### config.mk
export PLATFORM = sky130hd
export DESIGN_NAME = ipr_top
export DESIGN_NICKNAME = d
export VERILOG_FILES = /design/src/design/ipr_field.v /design/src/design/ipr_rank.v /design/src/design/ipr_top.v
export VERILOG_INCLUDE_DIRS = /design/src /design/src/design
export SDC_FILE = /design/constraint.sdc
export NUM_CORES = 1
export LEC_CHECK = 0
export ABC_AREA = 1
export BUFFER_PORTS_ARGS = -buffer_cell sky130_fd_sc_hd__buf_2
export CORE_MARGIN = 3
export CORE_UTILIZATION = 60
export DETAILED_ROUTE_END_ITERATION = 8
export PLACE_DENSITY = 0.94
export SLEW_MARGIN = 20
export SYNTH_ARGS = -nofsm -noshare
export SYNTH_HDL_FRONTEND = slang
export SYNTH_SLANG_ARGS = --single-unit
### constraint.sdc
create_clock -name pclk -period 42.9 [get_ports pclk]
set_clock_uncertainty 0.2 [all_clocks]
set_input_delay 0 -clock pclk [delete_from_list [all_inputs] [get_ports pclk]]
set_output_delay 0 -clock pclk [all_outputs]
set_load 0.005 [all_outputs]
### src/design/ipr_regs.vh
// Purpose: Register map, field positions and reset values of the priority register bank.
// Assumes: APB byte addresses, one aligned 32-bit word per 16-bit register.
// Notes:   Offsets are local choices; no offset is printed for these registers.
`ifndef IPR_REGS_VH
`define IPR_REGS_VH

// ----------------------------------------------------------------------------
// Register offsets
// ----------------------------------------------------------------------------
`define IPR_OFS_CAP78_EXT1      12'h000
`define IPR_OFS_TMR4_CMP34      12'h004
`define IPR_OFS_SER2_EXT2_TMR5  12'h008
`define IPR_OFS_SPI2            12'h00C
`define IPR_OFS_CAP345          12'h010
`define IPR_OFS_PENDING         12'h014
`define IPR_OFS_CPU_LEVEL       12'h018
`define IPR_OFS_REQUEST         12'h01C

// ----------------------------------------------------------------------------
// Field positions (low bit of each 3-bit field)
// ----------------------------------------------------------------------------
`define IPR_POS_HI              12
`define IPR_POS_MID             8
`define IPR_POS_LO_HI           4
`define IPR_POS_LO              0

// ----------------------------------------------------------------------------
// Implemented-bit masks and reset values
// ----------------------------------------------------------------------------
`define IPR_MASK_CAP78_EXT1     16'h7707
`define IPR_MASK_TMR4_CMP34     16'h7770
`define IPR_MASK_SER2_EXT2_TMR5 16'h7777
`define IPR_MASK_SPI2           16'h0077
`define IPR_MASK_CAP345         16'h7770
`define IPR_RST_FIELD           3'h4
`define IPR_RST_ALL             16'h4444
`define IPR_NUM_SRC             15
`define IPR_LVL_OFF             3'h0

`endif

### src/design/ipr_field.v
// Purpose: One masked 16-bit priority register with write filtering.
// Assumes: Write strobe is a single-cycle pulse from the bus slave.
// Notes:   Unimplemented bits hold zero permanently.
`timescale 1ns/1ps
`include "ipr_regs.vh"

module ipr_field #(
    parameter [15:0] MASK = 16'hFFFF
) (
    input  wire        pclk,
    input  wire        presetn,
    input  wire        wr_en,
    input  wire [15:0] wr_data,
    output wire [15:0] value
);
    reg [15:0] reg_q;

    // ------------------------------------------------------------------------
    // Storage
    // ------------------------------------------------------------------------
    always @(posedge pclk or negedge presetn) begin
        if (!presetn) begin
            reg_q <= `IPR_RST_ALL & MASK;
        end else if (wr_en) begin
            reg_q <= wr_data & MASK;
        end
    end

    assign value = reg_q;
endmodule // ipr_field

### src/design/ipr_rank.v
// Purpose: Ranks pending sources by their priority level.
// Assumes: All inputs are synchronous to pclk.
// Notes:   Ties go to the lowest source index.
`timescale 1ns/1ps
`include "ipr_regs.vh"

module ipr_rank (
    input  wire [44:0] levels,
    input  wire [14:0] pending,
    input  wire [2:0]  cpu_level,
    output reg         req,
    output reg  [3:0]  req_src,
    output reg  [2:0]  req_level
);
    integer i;
    reg [2:0] lv;

    // ------------------------------------------------------------------------
    // Highest level wins, strictly above the processor's level
    // ------------------------------------------------------------------------
    always @* begin
        req       = 1'b0;
        req_src   = 4'h0;
        req_level = `IPR_LVL_OFF;
        lv        = 3'h0;
        for (i = 0; i < `IPR_NUM_SRC; i = i + 1) begin
            lv = levels[i*3 +: 3];
            // A zero level never competes, whatever the pending state.
            if (pending[i] && lv != `IPR_LVL_OFF && lv > req_level) begin
                req       = 1'b1;
                req_src   = i[3:0];
                req_level = lv;
            end
        end
        // A suppressed winner shows no source and no level, so idle outputs stay all zero.
        if (req_level <= cpu_level) begin
            req       = 1'b0;
            req_src   = 4'h0;
            req_level = `IPR_LVL_OFF;
        end
    end
endmodule // ipr_rank

### src/design/ipr_top.v
// Purpose: APB-reached bank of interrupt priority registers and request ranking.
// Assumes: Pending inputs are already flag-and-enable qualified and synchronous.
// Notes:   Slave answers with zero wait states; unmapped reads return zero.
//
// Summary of operation
// - Code seven is the highest priority level.
// - Code one lowest; codes rank in order.
// - Code zero disables the source completely.
// - Unassigned bits read zero, ignore writes.
// - Every field resets to level four.
// - SPI2 event priority sits in bits 6-4.
// - SPI2 fault priority sits in bits 2-0.
// - Compare three priority sits in bits 6-4.
//
// Register access over APB and the register addresses are this design's own decisions.
`timescale 1ns/1ps
`include "ipr_regs.vh"

module ipr_top (
    input  wire        pclk,
    input  wire        presetn,
    input  wire        psel,
    input  wire        penable,
    input  wire        pwrite,
    input  wire [11:0] paddr,
    input  wire [31:0] pwdata,
    input  wire [3:0]  pstrb,
    output reg  [31:0] prdata,
    output reg         pready,
    output reg         pslverr,
    input  wire [14:0] src_pending,
    input  wire [2:0]  cpu_level,
    output reg         irq_req,
    output reg  [3:0]  irq_src,
    output reg  [2:0]  irq_level
);
    // ------------------------------------------------------------------------
    // Bus decode
    // ------------------------------------------------------------------------
    wire        wr_acc;
    wire [15:0] wdata16;
    wire [15:0] r0;
    wire [15:0] r1;
    wire [15:0] r2;
    wire [15:0] r3;
    wire [15:0] r4;
    reg  [31:0] rd_d;
    reg         hit_d;
    wire [44:0] levels;
    wire        rk_req;
    wire [3:0]  rk_src;
    wire [2:0]  rk_level;

    function wr_sel;
        input [11:0] a;
        input [11:0] ofs;
        begin
            wr_sel = (a == ofs);
        end
    endfunction

    // A write lands only at the edge that completes the access phase with pready high.
    assign wr_acc  = psel && penable && pready && pwrite;
    // Both low lanes must be strobed; a partial write is dropped whole.
    assign wdata16 = pwdata[15:0];

    // ------------------------------------------------------------------------
    // Priority registers
    // ------------------------------------------------------------------------
    // Each register sees the same unmasked write data; its own enable and its MASK differ.
    ipr_field #(.MASK(`IPR_MASK_CAP78_EXT1)) u_r0 (
        .pclk    (pclk),
        .presetn (presetn),
        .wr_en   (wr_acc && wr_sel(paddr, `IPR_OFS_CAP78_EXT1) && pstrb[1:0] == 2'h3),
        .wr_data (wdata16),
        .value   (r0)
    );
    ipr_field #(.MASK(`IPR_MASK_TMR4_CMP34)) u_r1 (
        .pclk    (pclk),
        .presetn (presetn),
        .wr_en   (wr_acc && wr_sel(paddr, `IPR_OFS_TMR4_CMP34) && pstrb[1:0] == 2'h3),
        .wr_data (wdata16),
        .value   (r1)
    );
    ipr_field #(.MASK(`IPR_MASK_SER2_EXT2_TMR5)) u_r2 (
        .pclk    (pclk),
        .presetn (presetn),
        .wr_en   (wr_acc && wr_sel(paddr, `IPR_OFS_SER2_EXT2_TMR5) && pstrb[1:0] == 2'h3),
        .wr_data (wdata16),
        .value   (r2)
    );
    ipr_field #(.MASK(`IPR_MASK_SPI2)) u_r3 (
        .pclk    (pclk),
        .presetn (presetn),
        .wr_en   (wr_acc && wr_sel(paddr, `IPR_OFS_SPI2) && pstrb[1:0] == 2'h3),
        .wr_data (wdata16),
        .value   (r3)
    );
    ipr_field #(.MASK(`IPR_MASK_CAP345)) u_r4 (
        .pclk    (pclk),
        .presetn (presetn),
        .wr_en   (wr_acc && wr_sel(paddr, `IPR_OFS_CAP345) && pstrb[1:0] == 2'h3),
        .wr_data (wdata16),
        .value   (r4)
    );

    // ------------------------------------------------------------------------
    // Source level vector, index order fixed for the pending inputs
    // ------------------------------------------------------------------------
    assign levels = {
        r4[`IPR_POS_LO_HI +: 3],   // 14 capture3
        r4[`IPR_POS_MID +: 3],     // 13 capture4
        r4[`IPR_POS_HI +: 3],      // 12 capture5
        r3[`IPR_POS_LO +: 3],      // 11 spi2 fault
        r3[`IPR_POS_LO_HI +: 3],   // 10 spi2 event
        r2[`IPR_POS_LO +: 3],      // 9 timer5
        r2[`IPR_POS_LO_HI +: 3],   // 8 ext pin2
        r2[`IPR_POS_MID +: 3],     // 7 serial2 receive
        r2[`IPR_POS_HI +: 3],      // 6 serial2 transmit
        r1[`IPR_POS_LO_HI +: 3],   // 5 compare3
        r1[`IPR_POS_MID +: 3],     // 4 compare4
        r1[`IPR_POS_HI +: 3],      // 3 timer4
        r0[`IPR_POS_LO +: 3],      // 2 ext pin1
        r0[`IPR_POS_MID +: 3],     // 1 capture7
        r0[`IPR_POS_HI +: 3]       // 0 capture8
    };

    ipr_rank u_rank (
        .levels    (levels),
        .pending   (src_pending),
        .cpu_level (cpu_level),
        .req       (rk_req),
        .req_src   (rk_src),
        .req_level (rk_level)
    );

    // ------------------------------------------------------------------------
    // Read mux
    // ------------------------------------------------------------------------
    always @* begin
        rd_d  = 32'h00000000;
        hit_d = 1'b1;
        case (paddr)
            `IPR_OFS_CAP78_EXT1:     rd_d = {16'h0000, r0};
            `IPR_OFS_TMR4_CMP34:     rd_d = {16'h0000, r1};
            `IPR_OFS_SER2_EXT2_TMR5: rd_d = {16'h0000, r2};
            `IPR_OFS_SPI2:           rd_d = {16'h0000, r3};
            `IPR_OFS_CAP345:         rd_d = {16'h0000, r4};
            `IPR_OFS_PENDING:        rd_d = {17'h00000, src_pending};
            `IPR_OFS_CPU_LEVEL:      rd_d = {29'h00000000, cpu_level};
            `IPR_OFS_REQUEST:        rd_d = {24'h000000, irq_req, irq_src, irq_level};
            default: begin
                hit_d = 1'b0;
            end
        endcase
    end

    // ------------------------------------------------------------------------
    // APB answer and registered request outputs
    // ------------------------------------------------------------------------
    always @(posedge pclk or negedge presetn) begin
        if (!presetn) begin
            prdata    <= 32'h00000000;
            pready    <= 1'b0;
            pslverr   <= 1'b0;
            irq_req   <= 1'b0;
            irq_src   <= 4'h0;
            irq_level <= 3'h0;
        end else begin
            pready  <= psel && !penable;
            pslverr <= psel && !penable && !hit_d;
            if (psel && !penable && !pwrite) begin
                prdata <= rd_d;
            end
            irq_req   <= rk_req;
            irq_src   <= rk_src;
            irq_level <= rk_level;
        end
    end
endmodule // ipr_top

After elaboration in Yosys (flattened, before gate mapping)
Index checks and enable logic that the tools add are counted.
W data, S select, Z words.
- register bits after elaboration: 87
- latch bits: 0
- RAM bits: 0
- ROM bits: 0
- bits of input ports: 71
- output and inout port bits: 42
- logic and storage cells: 150
- memories: 0
- $add $sub $neg: 0
- multiply operators: 0
- divide/modulo/power cells: 0
- $lt $le $gt $ge: 16
- equal/unequal tests: 8
- shift operators: 0
- mux-type cells: 49
- bitwise operators: 0
- reductions and logical operators: 66
- operators with widths (cell ; number):
    $pmux W15 S8 ; 1
    $mux W3 ; 20
    $eq A12 B5 Y1 const B ; 4
    $logic_and A1 B1 Y1 ; 46
    $reduce_bool A3 Y1 ; 15
    $gt A3 B3 Y1 ; 14
    $mux W4 ; 8
    $eq A12 B4 Y1 const B ; 2
    $mux W1 ; 18
    $eq A12 B3 Y1 const B ; 1
    $logic_not A12 Y1 ; 1
    $reduce_or A8 Y1 ; 1
    $mux W2 ; 2
    $gt A3 B1 Y1 const B ; 1
    $le A3 B3 Y1 ; 1
    $logic_not A1 Y1 ; 3
    $eq A2 B2 Y1 const B ; 1

Depth between registers and ports, before layout
Gate-level depths: netlist (run 1).
- depth after elaboration: 48
- depth in mapped cells: 118
- gate-level depth less buffers: 118

Modules after synthesis
From an unflattened synthesis (run 1), not the netlist that was laid out.
- cell total of the unflattened synthesis: 950
- area total of the unflattened synthesis: 6447.4 um^2
- modules (own cells, without submodules) (module ; instances ; cells each ; area an instance (um^2) ; seq. area each (um^2)):
    ipr_top ; 1 ; 381 ; 2483.6 ; 650.6
    ipr_rank ; 1 ; 339 ; 1959.4 ; 0.0
    ipr_field (u_r0 ...) ; 3 ; 46 ; 401.6 ; 229.0
    ipr_field (u_r2) ; 1 ; 56 ; 496.7 ; 305.3
    ipr_field (u_r3) ; 1 ; 36 ; 302.8 ; 152.6

Least setup slack after synthesis (run 1)
OpenSTA, ideal clock, no wires.
- kind: register to register
- from: register u_r0.reg_q[14], in the netlist u_r0.value[14]
- to: register irq_src[0]
- data arrival time: 15.338 ns
- data required time: 42.614 ns
- slack: 27.276 ns
- stages on the path, launching flop included: 107
- buffers on the path: 0
- period minus slack after synthesis: 15.624 ns
- path through: dfstp_2 inv_1 a31oi_1 inv_1 nor2_1 ha_1 nand3_1 nand3_2 nor2_4 nor2_1 a21oi_1 ha_1 o21ai_0 nand3_1 nand3_2 nand2_2 o21ai_0 ha_1 (+71 left out) inv_1 nand2_1 and2_1 ha_1 nand2_1 o21ai_0 nand3_1 inv_1 nand2_1 nand2_1 inv_1 ha_1 nand2_1 nor2_1 inv_1 a32oi_1 inv_1 nor3_1
- word-level cells in the longest chain between the ends: 48
- RTL lines (element ; line ; RTL):
    start, declared ; ipr_field.v:16 ; reg [15:0] reg_q;
    start signal, assigned ; ipr_field.v:23 ; reg_q <= `IPR_RST_ALL & MASK;
    start signal, assigned ; ipr_field.v:25 ; reg_q <= wr_data & MASK;
    parallel branches: the longest is 3 deep, another holds $gt A3 B1 Y1 ; - ;
    $mux W3 * ; ipr_rank.v:29 ; if (pending[i] && lv != `IPR_LVL_OFF && lv > req_level) begin
    $gt A3 B3 Y1 ; ipr_rank.v:29 ;
    $logic_and A1 B1 Y1 ; ipr_rank.v:29 ;
    $mux W3 ; ipr_rank.v:29 ;
    $gt A3 B3 Y1 ; ipr_rank.v:29 ;
    $logic_and A1 B1 Y1 ; ipr_rank.v:29 ;
    $mux W3 ; ipr_rank.v:29 ;
    (+31 left out) ; - ;
    $logic_and A1 B1 Y1 ; ipr_rank.v:29 ;
    $mux W3 ; ipr_rank.v:29 ;
    $gt A3 B3 Y1 ; ipr_rank.v:29 ;
    $logic_and A1 B1 Y1 ; ipr_rank.v:29 ;
    $mux W3 ; ipr_rank.v:29 ;
    $le A3 B3 Y1 ; ipr_rank.v:36 ; if (req_level <= cpu_level) begin
    $mux W4 * ; ipr_rank.v:36 ;
    named net rk_src[0] ; ipr_top.v:51 ; wire [3:0] rk_src;
    end signal, assigned ; ipr_top.v:176 ; irq_src <= rk_src;
    end, declared ; ipr_top.v:34 ; output reg [3:0] irq_src,
Mark *: on every way through the listed nets, which the timed path passes.
A chain may end at the register's enable or synchronous reset.

Worst setup path after layout (run 1)
Same ends and word-level chain as after synthesis.

==> summary.md, run 1 <==
| Metric | Value |
|---|---|
| Io pins | `~110` |
| Root Buffer | `clkbuf_8` |
| Sw Ratio | `0.229` |
| Mean area per synthesized cell | `7.29 um^2` |
| Die W | `between 90 and 100 um` |
| Final min period | `approximately 18 ns` |
| Core area | `8340 um^2` |
| Clk buf depth | `2` |
| Gate Count Post-Synth | `approximately 700` |
| Top cells by area, synth | `dfrtp_1 (26%), nand2_1 (12%), o21ai_0 (7.9%)` |
| EDFF count, synth | `0` |
| Crit path DAT | `between 15 and 20 ns` |
| Final wirelength | `about 16 mm` |
| Gr usage total | `0.333` |
| 1st-iter DRT viols | `between 400 and 500` |
| Clk_lat worst skew | `between 0.3 and 0.4 ns` |
| Min Hold Slack | `-0.00553 ns` |
| FF+latch count, synth | `70` |
| CP dominant cell by count | `o21ai_0` |
| Synth warnings | `0` |
| Cts bufs inserted | `9` |
| WP data required | `42.92 ns` |
| Status | `finished, violations left` |
| Comb power frac | `0.072` |
| Tcrit/Tclk final | `0.426` |
| Post-Syn Area | `about 5200 um^2` |
| Routability cong. | `a little under 1` |
| # nets final | `about 920` |
| Worst slew pin tran | `around 0.87 ns` |
| DRT antenna net count | `0` |
| First-pass GRT wire length | `about 26 mm` |
| Clock power frac | `0.447` |
| Finish-stage setup viols | `0` |
| Post-synthesis mux area share | `0` |
| CP Buf/Inv Count | `11` |
| Post-synth top area cell | `dfrtp_1` |
| Sequential share of power | `0.481` |
| Max VDD drop | `around 0.02 mV` |
| Initial antenna violation count | `0` |
| Global route total overflow | `0` |
| Xor and xnor area share after synthesis | `0` |
| FMAX | `around 55 MHz` |
| Static leakage | `3.04 nW` |
| P&R area growth vs syn | `18.0%` |
| CTS tree | `built` |
| H-tree levels | `3` |
| Fin area | `6170 um^2` |
| Area of placed instances | `approximately 5600 um^2` |
| Rel. slew slack | `0.419` |
| Tot Pwr | `between 0.1 and 0.15 mW` |
| 1st-pass router iterations | `5` |
| RSZ-0062 raised after global routing | `no` |
| Internal | `between 0.1 and 0.15 mW` |
| Die Y-Extent | `between 90 and 100 um` |
| Adder-Cell Fraction of Synth Area | `0.0550` |
| Largest family of logic cells by synthesized area | `simple AND/OR/NAND/NOR gates` |
| Synth async-reset ratio | `1.00` |
| Max-slew violation count | `0` |
| Post-synth top area share | `0.263` |
| Cell variety after synth | `46` |
| Routed len/inst | `about 17 um` |
| P per Cell Area | `22.3 nW/um^2` |
| Cell Rows | `33` |
| Critical path's largest stage delay | `about 0.55 ns` |
| Vias | `between 5,000 and 6,000` |
| Port Buffer Count | `73` |
| Sink Count | `70` |
| Worst path slowest cell | `dfstp_2` |
| DRC violations left | `0` |
| Net Sw Power | `0.0315 mW` |
| Vias per cell | `a little under 6` |
| Register area share after synthesis | `0.339` |
| Crit Path Class | `reg2reg` |
| Max-cap violation count | `0` |
| Failing checks | `hold timing` |
| Post-Synth Simple-Gate Area | `0.320` |
| Ant diodes | `0` |
| Max FO, Critical Path | `8` |
| Worst-path clk slew | `around 0.070 ns` |
| Compound-cell area share of the yosys netlist | `0.175` |
| CP Capture Type | `register` |
| Die Area | `between 9000 and 10,000 um^2` |
| Initial Util | `0.627` |
| HPWL Detailed | `roughly 12 mm` |
| Setup Total Neg Slack | `0 ns` |
| Hold/Removal Path Class | `in2reg` |
| Vias in the first global route | `around 5,300` |
| Fin. Hold Viols | `1` |
| Synth top cells by count | `nand2_1 (163), inv_1 (101), o21ai_0 (83), dfrtp_1 (55), nand3_1 (51)` |
| Startpoint Class | `register` |
| Final Core Density | `0.740` |
| Top_reg_cell synth | `dfrtp_1` |
| Count leader, synth | `nand2_1` |
| Share of layout cells above drive strength 1 | `0.224` |
| Largest net degree at the start of global routing | `71` |
| Crit-path leading delay family | `simple AND/OR/NAND/NOR gates` |
-- state kept, by name, summed over array words and instances (netlist names), 3 cells and up --
register and flops:
u_r0.value 9, u_r4.value 9, irq_level 3, u_r3.value 6, prdata 15, u_r2.value 12, irq_src 4, u_r1.value 9
-- final cells by class --
cell class | instances | area (um^2)
clock buffers | 13 | 159
repair buffers | 104 | 671
clock inverters | 3 | 67.6
inverters | 111 | 417
flip-flops and latches | 70 | 1770
fillers | 676 | 2170
well taps | 105 | 131
multi-input cells | 526 | 2950
-- worst min-delay path: cells and delay by family --
family | cells | cell delay (ns)
buffers and inverters | 2 | 0.17
and+or+nand+nor | 4 | 0.32
-- timing repair --
item / CTS / global route
hold buffers: 28 / 1
setup buffers: 0 / 0
hold endpoints to repair: 117 / 1
gates resized for setup: 0 / 0
setup endpoints to repair: 0 / 0
-- logic make-up (layout without fill, tap and decap cells) --
group,after synthesis,after routing
AOI/OAI and AO/OA,150,150
adders and majority gates,23,23
buffers and inverters,137,231
DFF,70,70
other,1,17
and+or+nand+nor,336,336
-- cell usage in the layout (no fill, tap or decap), drive strengths merged, types with 2 or more instances in the layout --
cell,n
a211oi,2
a21oi,21
a22oi,2
a311oi,2
a31oi,6
and2,4
buf,75
bufinv,2
clkbuf,13
conb,17
dfrtp,55
dfstp,15
dlygate4sd3,29
ha,23
inv,110
nand2,196
nand3,71
nand4,6
nor2,34
nor3,13
nor4,5
o21ai,86
o21bai,3
o221ai,5
o22ai,13
o31ai,4
or2,5
-- through the flow --
step	hold WS, ns	setup slack (ns)	instances
detailed placement	0.00759	25.06	887
global placement	0.00296	25.58	887
global route	0.0181	22.86	932
finish	-0.00553	24.64	932
CTS	0.00703	24.87	931
floorplan	-0.496	27.28	733
-- routing by layer --
metal  global-route usage  vias up  routed length [um]
li1                     -     2569                   -
met1                0.422     2515                6320
met2                0.545      303                7470
met3               0.0659       66                1390
met4                0.161        0                 789
met5                    0        -                   0
-- power groups by stage --
stage	registers [mW]	logic [mW]	clock network, mW
final	0.0662	0.00995	0.0615
after global routing	0.0662	0.0109	0.0647
after CTS	0.0662	0.00961	0.0618
after detailed placement	0.0674	0.00765	0
after global placement	0.0674	0.00746	0
after floorplan	0.0674	0.00337	0
-- path summary, 6_finish.rpt --
| check | from | end | slack, ns | cells past startpoint |
|---|---|---|---|---|
| max | u_r0.value[14] | irq_src[0] | 24.64 | 108 |
| max in group asynchronous | presetn | prdata[10] | 41.74 | 3 |
| max reg2reg | u_r0.value[14] | irq_src[0] | 24.64 | 108 |
| min reg2reg | prdata[1] | prdata[1] | 0.28 | 2 |
| min | paddr[5] | prdata[7] | -0.006 | 6 |
| min in group asynchronous | presetn | u_r3.value[4] | 0.16 | 3 |
(Power assumes the default switching activity.)
==> run 2: changes to the inputs <==
--- a/config.mk
+++ b/config.mk
@@ -9,9 +9,9 @@
 export ABC_AREA = 1
 export BUFFER_PORTS_ARGS = -buffer_cell sky130_fd_sc_hd__buf_2
 export CORE_MARGIN = 3
-export CORE_UTILIZATION = 60
+export CORE_UTILIZATION = 50
 export DETAILED_ROUTE_END_ITERATION = 8
-export PLACE_DENSITY = 0.94
+export PLACE_DENSITY = 0.84
 export SLEW_MARGIN = 20
 export SYNTH_ARGS = -nofsm -noshare
 export SYNTH_HDL_FRONTEND = slang
==> constraint.sdc (replaced) <==
create_clock -name pclk -period 16.65 [get_ports pclk]
set_clock_uncertainty 0.2 [all_clocks]
set_input_delay 0 -clock pclk [delete_from_list [all_inputs] [get_ports pclk]]
set_output_delay 0 -clock pclk [all_outputs]
set_load 0.005 [all_outputs]
==> summary.md, run 2 (synthesis results as in run 1) <==
| Metric | Value |
|---|---|
| P&R area growth vs syn | `30.7%` |
| Vias | `5,608 (+2.8%)` |
| Die Area | `11,700 um^2 (+19%)` |
| Met2 Routed Length | `7.64 mm (+2.2%)` |
| Top reg by flops | `prdata` |
| Die Y-Extent | `108 um (+9.0%)` |
| Static leakage | `3.34 nW (+10%)` |
| Routability cong. | `1.05 (+8.7%)` |
| Initial antenna violation count | `0 (unchanged)` |
| # fillers | `831 (+23%)` |
| Crit Path Class | `reg2reg` |
| DRC violations left | `0 (unchanged)` |
| Worst-path clk slew | `0.09 ns (+0.02 ns)` |
| Port Buffer Count | `73 (unchanged)` |
| Cts bufs inserted | `9 (unchanged)` |
| Finish-stage setup viols | `0 (unchanged)` |
| Fin cells | `1,024 (+9.9%)` |
| Clk_lat worst skew | `0.37 ns (about the same)` |
| Clk buf depth | `2 (unchanged)` |
| 1st-pass router iterations | `5 (unchanged)` |
| Max FO, Critical Path | `6 (-2)` |
| Max-cap violation count | `0 (unchanged)` |
| Io pins | `113 (unchanged)` |
| Startpoint Class | `register` |
| Routed len/inst | `16.2 um (-5.4%)` |
| Min Hold Slack | `0.00567 ns (+0.0112 ns)` |
| Worst path slowest cell | `dfstp_2` |
| Ant diodes | `0 (unchanged)` |
| Max-slew violation count | `0 (unchanged)` |
| WP data required | `16.72 ns (-26.20 ns)` |
| Root Buffer | `clkbuf_8` |
| Commonest non-fill, non-tap cells in the layout | `nand2_1 (160), inv_1 (99), buf_2 (73), o21ai_0 (66), buf_4 (61)` |
| Commonest non-fill, non-tap cell in the layout | `nand2_1` |
| FMAX | `63.3 MHz (+16%)` |
| Worst slew pin tran | `1.07 ns (+0.200 ns)` |
| Status | `completed` |
| Die W | `108 um (+9.0%)` |
| P per Cell Area | `48.0 nW/um^2 (+120%)` |
| Rel. slew slack | `0.279 (-0.140)` |
| Max VDD drop | `0.0483 mV (+140%)` |
| Sink Count | `70 (unchanged)` |
| Fin. Hold Viols | `0 (-1)` |
| Routed wl met3 | `1.29 mm (-7.1%)` |
| H-tree levels | `3 (unchanged)` |
| Max layer used | `met4` |
| CP dominant cell by count | `nand2_1` |
| CP Capture Type | `register` |
| Global route total overflow | `0 (unchanged)` |
| CTS tree | `built` |
| Crit path DAT | `15.86 ns (-2.42 ns)` |
| Cell Rows | `36 (+9.1%)` |
| 1st-iter DRT viols | `476 (+6.0%)` |
| Vias per cell | `5.48 (-6.4%)` |
| Gr usage total | `0.279 (-0.0534)` |
| Core area | `9950 um^2 (+19%)` |
| Final wirelength | `16.6 mm (+4.0%)` |
| Crit-path leading delay family | `simple AND/OR/NAND/NOR gates` |
| Largest net degree at the start of global routing | `71 (unchanged)` |
| HPWL Detailed | `12.5 mm (+1.4%)` |
| # nets final | `980 (+7.0%)` |
| Final min period | `15.79 ns (-2.48 ns)` |
| Hold/Removal Path Class | `in2reg` |
| Placed insts | `969 (+9.2%)` |
| DRT antenna net count | `0 (unchanged)` |
| Critical path's largest stage delay | `0.53 ns (-0.02 ns)` |
| Tcrit/Tclk final | `0.948 (+0.522)` |
| CP Buf/Inv Count | `12 (+1)` |
| Met1 Routed Length | `7.05 mm (+12%)` |
| Vias in the first global route | `5,032 (-4.4%)` |
| Share of layout cells above drive strength 1 | `0.312 (+0.0883)` |
| Initial Util | `0.525 (-0.102)` |
| Final Core Density | `0.687 (-0.0528)` |
| Max reg flops | `15 (unchanged)` |
| First-pass GRT wire length | `25.3 mm (-1.8%)` |
## run 2: area by class of cell
cell class | count | area [um^2] | share of cell area
clock inverter | 6 | 46.3 | 0.00677
multi-input combinational | 526 | 3140 | 0.459
sequential | 70 | 1770 | 0.259
inverter | 111 | 417 | 0.0609
tap | 133 | 166 | 0.0243
timing repair buffer | 168 | 1160 | 0.170
clock buffer | 10 | 138 | 0.0201
## run 2: layer usage
metal  track usage  vias up
met3        0.0484       48
li1              -     2690
met1         0.375     2604
met4         0.106        0
met5             0        -
met2         0.452      266
## run 2: worst min-delay path, cell delays in order
cell      delay [ns]
buf_2           0.12
inv_1           0.11
o221ai_1        0.18
nand2_1         0.09
nand2_1         0.04
## run 2: per-stage QoR
step	power [mW]	area, um^2	setup slack [ns]	setup TNS (ns)
floorplan	0.182	5290	1.03	0
global placement	0.194	6090	-0.141	-0.655
detailed placement	0.194	6090	-0.566	-3.94
CTS	0.328	6610	0.0632	0
global route	0.339	6840	-0.198	-1.13
finish	0.329	6840	0.864	0
## run 2: final timing paths
kind                                startpoint       endpoint  slack (ns)  cells past startpoint
worst max-delay path            u_r0.value[14]     irq_src[0]        0.86                    115
worst min-delay path            src_pending[8]      prdata[8]       0.006                      5
worst max register to register  u_r0.value[14]     irq_src[0]        0.86                    115
worst min register to register       prdata[4]      prdata[4]        0.28                      2
max in group asynchronous              presetn  u_r0.value[1]       15.46                      3
min in group asynchronous              presetn  u_r1.value[9]        0.15                      3
## run 2: repair_timing
item	in CTS	in global routing
setup endpoints to repair	8	8
gates resized for setup	8	45
pin swaps	0	13
buffers inserted	0	5
hold endpoints to repair	118	0
hold buffers	34	0
## run 2: power breakdown
part           total (mW)  switching (mW)  internal [mW]
registers           0.170       0.0000893          0.170
logic              0.0263          0.0158         0.0105
clock network       0.132          0.0730         0.0588
